<file path="config.mk">
export PLATFORM = sky130hd
export DESIGN_NAME = ipg_priority_regs
export DESIGN_NICKNAME = d
export VERILOG_FILES = /design/src/verilog/ipg_pkg.sv /design/src/verilog/ipg_level_if.sv /design/src/verilog/ipg_resolver.sv /design/src/verilog/ipg_priority_regs.sv
export SDC_FILE = /design/constraint.sdc
export NUM_CORES = 1
export LEC_CHECK = 0
export ABC_AREA = 1
export BUFFER_PORTS_ARGS = -buffer_cell sky130_fd_sc_hd__buf_2
export CAP_MARGIN = 20
export CORE_MARGIN = 4
export CORE_UTILIZATION = 30
export CTS_CLUSTER_DIAMETER = 200
export DETAILED_ROUTE_END_ITERATION = 10
export PLACE_DENSITY_LB_ADDON = 0.15
export SLEW_MARGIN = 10
export SYNTH_ARGS = -nofsm -noshare
export SYNTH_HDL_FRONTEND = slang
export SYNTH_SLANG_ARGS = --single-unit
</file>
<file path="constraint.sdc">
create_clock -name clk -period 3.1 [get_ports clk]
set_clock_uncertainty 0.2 [all_clocks]
set_input_delay 0.465 -clock clk [delete_from_list [all_inputs] [get_ports clk]]
set_output_delay 0.465 -clock clk [all_outputs]
set_load 0.005 [all_outputs]
</file>
<file path="src/verilog/ipg_pkg.sv">
// constants for the interrupt priority register group
`default_nettype none
package ipg_pkg;
    localparam int          NUM_SRC       = 3;
    localparam int          LVL_W         = 3;
    localparam int          REG_W         = 16;
    localparam int          ADDR_W        = 4;
    localparam int          DATA_W        = 32;
    // byte addresses
    localparam logic [3:0]  OFS_PRIO      = 4'h0;
    localparam logic [3:0]  OFS_STATUS    = 4'h4;
    // priority fields inside the control word
    localparam int          TMR2_LSB      = 12;
    localparam int          OC2_LSB       = 8;
    localparam int          IC2_LSB       = 4;
    // writable bits of the control word
    localparam logic [15:0] PRIO_MASK     = 16'h7770;
    localparam logic [2:0]  LVL_RESET     = 3'h4;
    localparam logic [2:0]  LVL_OFF       = 3'h0;
    // status word layout
    localparam int          ST_PEND_LSB   = 0;
    localparam int          ST_VALID_BIT  = 4;
    localparam int          ST_SRC_LSB    = 8;
    localparam int          ST_LVL_LSB    = 12;
    // source indices and response codes
    localparam logic [1:0]  SRC_TMR2      = 2'h0;
    localparam logic [1:0]  SRC_OC2       = 2'h1;
    localparam logic [1:0]  SRC_IC2       = 2'h2;
    localparam logic [1:0]  RESP_OKAY     = 2'h0;
    localparam logic [1:0]  RESP_SLVERR   = 2'h2;
endpackage : ipg_pkg
`default_nettype wire

</file>
<file path="src/verilog/ipg_level_if.sv">
// carrier between the register file and the priority resolver
`default_nettype none
interface ipg_level_if;
    logic [ipg_pkg::LVL_W-1:0]   level [ipg_pkg::NUM_SRC];
    logic [ipg_pkg::NUM_SRC-1:0] req;
    logic [ipg_pkg::NUM_SRC-1:0] pend;
    logic                        win_valid;
    logic [1:0]                  win_src;
    logic [ipg_pkg::LVL_W-1:0]   win_level;

    modport owner (
        output level,
        output req,
        input  pend,
        input  win_valid,
        input  win_src,
        input  win_level
    );
    modport resolver (
        input  level,
        input  req,
        output pend,
        output win_valid,
        output win_src,
        output win_level
    );
endinterface : ipg_level_if
`default_nettype wire

</file>
<file path="src/verilog/ipg_resolver.sv">
// picks the highest enabled pending source from the priority levels
`default_nettype none
module ipg_resolver (
    ipg_level_if.resolver lv
);
    // strict greater keeps the lowest index on a tie
    function automatic logic higher(
        input logic [ipg_pkg::LVL_W-1:0] cand,
        input logic [ipg_pkg::LVL_W-1:0] best
    );
        higher = cand > best;
    endfunction

    always_comb begin
        lv.win_valid = 1'b0;
        lv.win_src   = ipg_pkg::SRC_TMR2;
        lv.win_level = ipg_pkg::LVL_OFF;
        for (int i = 0; i < ipg_pkg::NUM_SRC; i++) begin
            lv.pend[i] = lv.req[i] && (lv.level[i] != ipg_pkg::LVL_OFF);
            if (lv.pend[i] && higher(lv.level[i], lv.win_level)) begin
                lv.win_valid = 1'b1;
                lv.win_src   = 2'(i);
                lv.win_level = lv.level[i];
            end
        end
    end
endmodule : ipg_resolver
`default_nettype wire

</file>
<file path="src/verilog/ipg_priority_regs.sv">
// axi4-lite priority register for three interrupt sources with resolver
`default_nettype none
// Function
// - timer2 level field in bits 14 to 12, read and write.
// - output compare 2 level field in bits 10 to 8, read and write.
// - input capture 2 level field in bits 6 to 4, read and write.
// - field value 111 means level 7, the highest.
// - 001 is level 1, lowest active; values between rise in order.
// - field value 000 disables the source entirely.
module ipg_priority_regs (
    input  wire logic                             clk,
    input  wire logic                             reset,
    input  wire logic [ipg_pkg::ADDR_W-1:0]       s_axi_awaddr,
    input  wire logic [2:0]                       s_axi_awprot,
    input  wire logic                             s_axi_awvalid,
    output logic                                  s_axi_awready,
    input  wire logic [ipg_pkg::DATA_W-1:0]       s_axi_wdata,
    input  wire logic [3:0]                       s_axi_wstrb,
    input  wire logic                             s_axi_wvalid,
    output logic                                  s_axi_wready,
    output logic [1:0]                            s_axi_bresp,
    output logic                                  s_axi_bvalid,
    input  wire logic                             s_axi_bready,
    input  wire logic [ipg_pkg::ADDR_W-1:0]       s_axi_araddr,
    input  wire logic [2:0]                       s_axi_arprot,
    input  wire logic                             s_axi_arvalid,
    output logic                                  s_axi_arready,
    output logic [ipg_pkg::DATA_W-1:0]            s_axi_rdata,
    output logic [1:0]                            s_axi_rresp,
    output logic                                  s_axi_rvalid,
    input  wire logic                             s_axi_rready,
    input  wire logic [ipg_pkg::NUM_SRC-1:0]      src_req,
    output logic [ipg_pkg::LVL_W-1:0]             timer2_irq_level,
    output logic [ipg_pkg::LVL_W-1:0]             outcmp2_irq_level,
    output logic [ipg_pkg::LVL_W-1:0]             incap2_irq_level,
    output logic [ipg_pkg::NUM_SRC-1:0]           src_enabled,
    output logic                                  irq_valid,
    output logic [1:0]                            irq_src,
    output logic [ipg_pkg::LVL_W-1:0]             irq_level
);
    // write path holding registers
    logic                        aw_full_q;
    logic [ipg_pkg::ADDR_W-1:0]  aw_addr_q;
    logic                        w_full_q;
    logic [ipg_pkg::DATA_W-1:0]  w_data_q;
    logic [3:0]                  w_strb_q;
    logic                        awready_q;
    logic                        wready_q;
    logic                        bvalid_q;
    logic [1:0]                  bresp_q;
    // read path
    logic                        arready_q;
    logic                        rvalid_q;
    logic [ipg_pkg::DATA_W-1:0]  rdata_q;
    logic [1:0]                  rresp_q;
    // stored fields
    logic [ipg_pkg::LVL_W-1:0]   tmr2_q;
    logic [ipg_pkg::LVL_W-1:0]   oc2_q;
    logic [ipg_pkg::LVL_W-1:0]   ic2_q;
    // registered resolver result and source enable flags
    logic [ipg_pkg::NUM_SRC-1:0] pend_q;
    logic                        win_valid_q;
    logic [1:0]                  win_src_q;
    logic [ipg_pkg::LVL_W-1:0]   win_level_q;
    logic [ipg_pkg::NUM_SRC-1:0] enabled_q;

    logic                        aw_take;
    logic                        w_take;
    logic                        aw_full_d;
    logic                        w_full_d;
    logic                        wr_fire;
    logic                        ar_take;
    logic                        rvalid_d;
    logic [15:0]                 prio_word;
    logic [15:0]                 status_word;
    logic [15:0]                 merged;
    logic                        prio_wr;

    ipg_level_if lv ();

    // merge byte lanes onto the current control word
    function automatic logic [15:0] lane_merge(
        input logic [15:0] old,
        input logic [31:0] data,
        input logic [3:0]  strb
    );
        logic [15:0] res;
        res = old;
        if (strb[0]) begin
            res[7:0] = data[7:0];
        end
        if (strb[1]) begin
            res[15:8] = data[15:8];
        end
        lane_merge = res;
    endfunction

    function automatic logic mapped(
        input logic [ipg_pkg::ADDR_W-1:0] addr
    );
        mapped = (addr == ipg_pkg::OFS_PRIO) || (addr == ipg_pkg::OFS_STATUS);
    endfunction

    function automatic logic hits_prio(
        input logic [ipg_pkg::ADDR_W-1:0] addr
    );
        hits_prio = addr == ipg_pkg::OFS_PRIO;
    endfunction

    function automatic logic level_on(
        input logic [ipg_pkg::LVL_W-1:0] level
    );
        level_on = level != ipg_pkg::LVL_OFF;
    endfunction

    assign aw_take   = s_axi_awvalid && awready_q;
    assign w_take    = s_axi_wvalid && wready_q;
    // perform only once the last write answer has been taken
    assign wr_fire   = aw_full_q && w_full_q && !bvalid_q;
    assign aw_full_d = aw_take || (aw_full_q && !wr_fire);
    assign w_full_d  = w_take || (w_full_q && !wr_fire);
    assign ar_take   = s_axi_arvalid && arready_q;
    assign rvalid_d  = ar_take || (rvalid_q && !s_axi_rready);
    assign prio_wr   = wr_fire && hits_prio(aw_addr_q);

    always_comb begin
        prio_word = 16'h0000;
        prio_word[ipg_pkg::TMR2_LSB +: ipg_pkg::LVL_W] = tmr2_q;
        prio_word[ipg_pkg::OC2_LSB +: ipg_pkg::LVL_W]  = oc2_q;
        prio_word[ipg_pkg::IC2_LSB +: ipg_pkg::LVL_W]  = ic2_q;
    end

    always_comb begin
        status_word = 16'h0000;
        status_word[ipg_pkg::ST_PEND_LSB +: ipg_pkg::NUM_SRC] = pend_q;
        status_word[ipg_pkg::ST_VALID_BIT]                    = win_valid_q;
        status_word[ipg_pkg::ST_SRC_LSB +: 2]                 = win_src_q;
        status_word[ipg_pkg::ST_LVL_LSB +: ipg_pkg::LVL_W]    = win_level_q;
    end

    assign merged = lane_merge(prio_word, w_data_q, w_strb_q) & ipg_pkg::PRIO_MASK;

    // write address channel
    always_ff @(posedge clk) begin
        if (reset) begin
            aw_full_q <= 1'b0;
            awready_q <= 1'b0;
            aw_addr_q <= '0;
        end else begin
            aw_full_q <= aw_full_d;
            awready_q <= !aw_full_d;
            if (aw_take) begin
                aw_addr_q <= s_axi_awaddr;
            end
        end
    end

    // write data channel
    always_ff @(posedge clk) begin
        if (reset) begin
            w_full_q <= 1'b0;
            wready_q <= 1'b0;
            w_data_q <= '0;
            w_strb_q <= '0;
        end else begin
            w_full_q <= w_full_d;
            wready_q <= !w_full_d;
            if (w_take) begin
                w_data_q <= s_axi_wdata;
                w_strb_q <= s_axi_wstrb;
            end
        end
    end

    // write response channel
    always_ff @(posedge clk) begin
        if (reset) begin
            bvalid_q <= 1'b0;
            bresp_q  <= ipg_pkg::RESP_OKAY;
        end else if (wr_fire) begin
            bvalid_q <= 1'b1;
            bresp_q  <= hits_prio(aw_addr_q) ? ipg_pkg::RESP_OKAY
                                             : ipg_pkg::RESP_SLVERR;
        end else if (s_axi_bready) begin
            bvalid_q <= 1'b0;
        end
    end

    always_ff @(posedge clk) begin
        if (reset) begin
            tmr2_q <= ipg_pkg::LVL_RESET;
        end else if (prio_wr) begin
            tmr2_q <= merged[ipg_pkg::TMR2_LSB +: ipg_pkg::LVL_W];
        end
    end

    always_ff @(posedge clk) begin
        if (reset) begin
            oc2_q <= ipg_pkg::LVL_RESET;
        end else if (prio_wr) begin
            oc2_q <= merged[ipg_pkg::OC2_LSB +: ipg_pkg::LVL_W];
        end
    end

    always_ff @(posedge clk) begin
        if (reset) begin
            ic2_q <= ipg_pkg::LVL_RESET;
        end else if (prio_wr) begin
            ic2_q <= merged[ipg_pkg::IC2_LSB +: ipg_pkg::LVL_W];
        end
    end

    // read handshake
    always_ff @(posedge clk) begin
        if (reset) begin
            rvalid_q  <= 1'b0;
            arready_q <= 1'b0;
        end else begin
            rvalid_q  <= rvalid_d;
            arready_q <= !rvalid_d;
        end
    end

    // read data captured at the take
    always_ff @(posedge clk) begin
        if (reset) begin
            rdata_q <= '0;
            rresp_q <= ipg_pkg::RESP_OKAY;
        end else if (ar_take) begin
            rresp_q <= mapped(s_axi_araddr) ? ipg_pkg::RESP_OKAY
                                            : ipg_pkg::RESP_SLVERR;
            if (hits_prio(s_axi_araddr)) begin
                rdata_q <= {16'h0000, prio_word};
            end else if (s_axi_araddr == ipg_pkg::OFS_STATUS) begin
                rdata_q <= {16'h0000, status_word};
            end else begin
                rdata_q <= '0;
            end
        end
    end

    // feed the resolver
    assign lv.level[ipg_pkg::SRC_TMR2] = tmr2_q;
    assign lv.level[ipg_pkg::SRC_OC2]  = oc2_q;
    assign lv.level[ipg_pkg::SRC_IC2]  = ic2_q;
    assign lv.req                      = src_req;

    ipg_resolver u_resolver (
        .lv (lv.resolver)
    );

    always_ff @(posedge clk) begin
        if (reset) begin
            enabled_q <= '0;
        end else begin
            enabled_q[ipg_pkg::SRC_TMR2] <= level_on(tmr2_q);
            enabled_q[ipg_pkg::SRC_OC2]  <= level_on(oc2_q);
            enabled_q[ipg_pkg::SRC_IC2]  <= level_on(ic2_q);
        end
    end

    always_ff @(posedge clk) begin
        if (reset) begin
            pend_q      <= '0;
            win_valid_q <= 1'b0;
            win_src_q   <= ipg_pkg::SRC_TMR2;
            win_level_q <= ipg_pkg::LVL_OFF;
        end else begin
            pend_q      <= lv.pend;
            win_valid_q <= lv.win_valid;
            win_src_q   <= lv.win_src;
            win_level_q <= lv.win_level;
        end
    end

    assign s_axi_awready     = awready_q;
    assign s_axi_wready      = wready_q;
    assign s_axi_bvalid      = bvalid_q;
    assign s_axi_bresp       = bresp_q;
    assign s_axi_arready     = arready_q;
    assign s_axi_rvalid      = rvalid_q;
    assign s_axi_rdata       = rdata_q;
    assign s_axi_rresp       = rresp_q;
    assign timer2_irq_level  = tmr2_q;
    assign outcmp2_irq_level = oc2_q;
    assign incap2_irq_level  = ic2_q;
    assign src_enabled       = enabled_q;
    assign irq_valid         = win_valid_q;
    assign irq_src           = win_src_q;
    assign irq_level         = win_level_q;

endmodule : ipg_priority_regs
`default_nettype wire

</file>
# Word level (Yosys, flattened, before mapping)

Cells that the tools add are included.

Output and inout bits: 59
Word-level logic and storage cells: 74
Bits of input ports: 60
Register bits after elaboration: 85

Multiplexer cells: 14
Equality and inequality tests: 1
Order comparisons: 3
Reduce and logical (&&, ||, !) cells: 34

Operators by type and width:

| kind                                                                  | number |
|---|---|
| 15-bit two-way mux                                                    | 2 |
| 1-bit logical AND                                                     | 15 |
| 3-bit two-way mux                                                     | 3 |
| 3-bit nonzero test                                                    | 3 |
| 4-bit logical NOT                                                     | 2 |
| 3-bit > comparator                                                    | 2 |
| 1-bit logical NOT                                                     | 6 |
| 1-bit two-way mux                                                     | 6 |
| 2-bit two-way mux                                                     | 3 |
| 4-bit by 3-bit equality test with 1-bit output, second input constant | 1 |
| 1-bit logical OR                                                      | 4 |
| 2-bit AND reduction                                                   | 2 |
| 3-bit by 1-bit > comparator with 1-bit output, second input constant  | 1 |
| 2-bit nonzero test                                                    | 1 |
| 2-bit OR reduction                                                    | 1 |

# Longest topological paths before layout

Word-level depth: 10
Depth in mapped cells: 18
Depth with buffers taken out: 18

# By module

Synthesis repeated with hierarchy kept, for this count alone.

Cells, all modules: 360
Area total of the unflattened synthesis: 2671.3 µm²

Modules (own cells, without submodules):

| module            | cells each | area an instance (µm²) | instances | sequential area each (µm²) |
|---|---|---|---|---|
| ipg_priority_regs | 300        | 2306.0                 | 1         | 1141.1 |
| ipg_resolver      | 60         | 365.4                  | 1         | 0.0 |

# Least setup slack after synthesis

No wires, ideal clock.

Kind: reg-to-reg
Start point: reg tmr2_q, in the netlist timer2_irq_level[0]
End point: reg win_level_q, in the netlist irq_level[1]
Required time: 2.842 ns
Period minus slack after synthesis: 2.613 ns
Buffers on the path: 0
Path slack: 0.487 ns
Stages on the path, launching flop included: 19
Arrival: 2.355 ns
Setup time: 0.058 ns
Path through: dfxtp_1 -> nor2_1 -> nand2_1 -> nand3_1 -> ha_1 -> nand2_1 -> nor2_1 -> nor2_1 -> nor2_2 -> nand2_1 -> nand2_1 -> ha_1 -> nand2_1 -> nand2_1 -> nor2_1 -> nor2_2 -> nor2_2 -> nand3_1 -> nand2_1

Longest elaborated chain between the ends: 10
Elaborated cells between the ends (all ways): 11
Those cells by class: order compare (3); mux (3); reduce/logical (5)

Ends and longest elaborated chain:

| what                                                                                  | RTL line                 | source |
|---|---|---|
| start: declaration                                                                    | ipg_priority_regs.sv:57  | `logic [ipg_pkg::LVL_W-1:0] tmr2_q;` |
| start signal: assignment                                                              | ipg_priority_regs.sv:191 | `tmr2_q <= ipg_pkg::LVL_RESET;` |
| start signal: assignment                                                              | ipg_priority_regs.sv:193 | `tmr2_q <= merged[ipg_pkg::TMR2_LSB +: ipg_pkg::LVL_W];` |
| branches (longest 3 deep; another with 3-bit by 1-bit > comparator with 1-bit output) | -                        |  |
| 3-bit two-way mux (*)                                                                 | ipg_resolver.sv:20       | `if (lv.pend[i] && higher(lv.level[i], lv.win_level)) begin` |
| 3-bit > comparator                                                                    | ipg_resolver.sv:11       | `higher = cand > best;` |
| 1-bit logical AND                                                                     | ipg_resolver.sv:20       |  |
| 3-bit two-way mux (*)                                                                 | ipg_resolver.sv:20       |  |
| 3-bit > comparator                                                                    | ipg_resolver.sv:11       |  |
| 1-bit logical AND                                                                     | ipg_resolver.sv:20       |  |
| 3-bit two-way mux (*)                                                                 | ipg_resolver.sv:20       |  |
| end signal: assignment                                                                | ipg_priority_regs.sv:267 | `win_level_q <= ipg_pkg::LVL_OFF;` |
| end signal: assignment                                                                | ipg_priority_regs.sv:272 | `win_level_q <= lv.win_level;` |
| end: declaration                                                                      | ipg_priority_regs.sv:64  | `logic [ipg_pkg::LVL_W-1:0] win_level_q;` |

Every way passes the cells marked *.
A chain may end at the register's enable or synchronous reset.

# Worst setup path in the final report

Start point: reg tmr2_q, in the netlist timer2_irq_level[2]
End point: reg win_level_q, in the netlist irq_level[1]

The elaborated chain is that of the path after synthesis.

==> results.toml <==
[detailed_routing]
dr.pass1.iters = 4
antenna_left = 0
drt-vias-per-instance = 4.16
dr_total_vias = 2128
routed_wl_mm = 5.68
wl_per_cell_um = 11.1
drc = 0
dr.first_iter.drc_count = 41

[run]
max_cap_viol_count = 0

[sta]
period_minus_slack_ns = 2.81
fin_setup_tns_ns = 0
period_share_pct = 90.8
hold_viol = 0
rsz0062_at_grt = "no"
relSlewSlack_pct = 58.9
finalWorstSetupSlack_ns = 0.286
max_freq_mhz = 355
worstMarginPinSlew_ns = 0.616
drv_slew = 0
setup_viol = 0

[cells_and_area]
final_core_util_pct = 38.1
mostFrequentLayoutCells = "nand2_1 (65), buf_2 (65), nor2_1 (60)"
area_delta_synth_final_pct = 20.6
multi_input_comb_area_um2 = 1100
n_antenna_cell = 0
fillers = 873
nets = 472
drive_gt1_share_pct = 23.7
seq_area_um2 = 1140
finalNonFillerCells = 512

[power]
powerDensity_nw_per_um2 = 508
power_leakage_nw = 1.50
ir_drop_v = 0.000190

[synth]
synth.avg_cell_area_um2 = 7.39
yosysSeqAreaShare_pct = 45.8
ys_types = 24
ys_warn_count = 0
ys_ff_latch = 57
syn_area_um2 = 2490
synthCells = 337

[cts]
postCtsSetupBuffers = 0
cts.sinks = 57
clock_latency_ns = 0.33
ctsHoldBuffers = 0
cts_root_buffer = "clkbuf_8"
clk_pin_slew_worst_paths_ns = 0.06
cts_buffer_depth = 2
htreeDepth = 3
numCtsBuffers = 9
cts_tree = "built"

[placed_design]
dp_slack_ns = 0.144
place.gp.congestion = 0.829
dp_hpwl_mm = 4.29
dp_cells = 497
portBuffers = 65

[worst_hold_path]
timing.hold.worst.start = "s_axi_awaddr[0]"
min_path_cells = 3
holdPathEnd = "aw_addr_q[0]"
hp-class = "in2reg"

[global_routing]
grt_pass1_vias = 1947
antenna_found_initial = 0
grt_overflow = 0
grt_usage_pct = 11.9
grt_pass1_wl_mm = 9.20
grt_start_max_net_pins = 35

[setup_path]
reg2reg_slack_ns = 0.29
worstSetupStartpointType = "flip-flop"
timing.rr.end = "irq_level[1]"
worstPathRequired_ns = 3.13
r2r_start = "timer2_irq_level[2]"
crit_start = "timer2_irq_level[2]"
path_max_fanout = 5
reg2regPathDepth = 17
critPathKind = "reg2reg"
cp-end-kind = "flip-flop"
arrival_ns = 2.84

[floorplan]
start_util_pct = 31.6
die_x_um = 99.1
rows = 32
fp.dieArea_um2 = 9820
die_h_um = 99.1
coreArea_um2 = 7890
pin_count = 119

[status]
status = "completed"
[power breakdown]
group | internal (mW) | switching, mW | leakage, nW
Combinational | 0.0616 | 0.0950 | 0.939
Clock | 0.301 | 0.278 | 0.0887
Sequential | 0.770 | 0.0193 | 0.467
Total | 1.13 | 0.392 | 1.50
[routing by layer]
layer  vias to the layer above  part of all wire (%)  track usage (%)
met5                         -                     0                0
met4                         0                   1.4             5.67
met3                         8                   7.4             4.07
met2                        67                    44             18.2
met1                       894                    48             15.1
li1                       1159                     -                -
[flip-flops by register name (all words and copies together) (netlist names), 2 cells and up]
register / flops
s_axi_rdata: 12
w_data_q: 9
aw_addr_q: 4
incap2_irq_level: 3
irq_level: 3
outcmp2_irq_level: 3
pend_q: 3
src_enabled: 3
timer2_irq_level: 3
irq_src: 2
w_strb_q: 2
[critical path: stages, from the launching register on]
cell and delay (ns):
dfxtp_2 0.38, inv_1 0.07, nand2_1 0.10, nand3_1 0.11, ha_1 0.31, nand2_1 0.05, nor2_1 0.11, nor2_2 0.07
nor2_2 0.17, nand2_1 0.08, and2_1 0.16, ha_1 0.26, nand3_1 0.07, nand3_1 0.16, nor2_2 0.20, nor2_2 0.06
nand3_1 0.10, nand2_1 0.05
[cells by family after synthesis]
group / after synthesis / synth area share, %
and+or+nand+nor: 172 / 29.6
other: 1 / 0.151
DFF: 57 / 45.8
buffers and inverters: 61 / 13.3
AOI/OAI and AO/OA: 40 / 8.09
adders and majority gates: 6 / 3.01
[how the worst max path moves through the flow]
stage / endpoint
floorplan: irq_level[1]
CTS: irq_level[1]
finish: irq_level[1]
global placement: irq_level[1]
detailed placement: irq_level[1]
global route: irq_level[1]
[synthesized netlist by cell type, drive strengths merged]
| cell | count | share of area, % |
|---|---|---|
| nand3 | 30 | 6.2 |
| inv | 27 | 4.1 |
| and2 | 1 | 0.25 |
| buf | 27 | 8.1 |
| ha | 6 | 3.0 |
| clkbuf | 6 | 0.90 |
| dfxtp | 57 | 46 |
| a21oi | 20 | 4.0 |
| nor3 | 3 | 1.1 |
| conb | 1 | 0.15 |
| clkinv | 1 | 0.15 |
| and3 | 2 | 0.50 |
| o21ai | 19 | 3.8 |
| nor4 | 1 | 0.25 |
| a31oi | 1 | 0.25 |
| nand2 | 67 | 10 |
| nor2 | 68 | 11 |
[through the flow]
step                      hold WS, ns  power (mW)  area [µm²]
after floorplan                 0.225       0.928        2570
after global placement          0.240       0.961        2830
after detailed placement        0.242       0.964        2830
after CTS                       0.161        1.56        3000
after global routing            0.175        1.61        3000
final                           0.178        1.52        3000
[repair_timing]
action / CTS / global route
endpoints found under the hold margin: 0 / 0
setup endpoints to repair: 0 / 5
gates resized for setup: 0 / 3
[area by class of cell]
cell class              count  share of cell area [%]
flip-flops and latches     57                    38.1
multi-input cells         240                    36.7
repair buffers             70                    12.1
clock buffers              11                    4.71
well taps                 102                    4.25
inverters                  28                    3.50
clock inverters             4                   0.667
No activity file was read; power rests on OpenSTA's default activity.
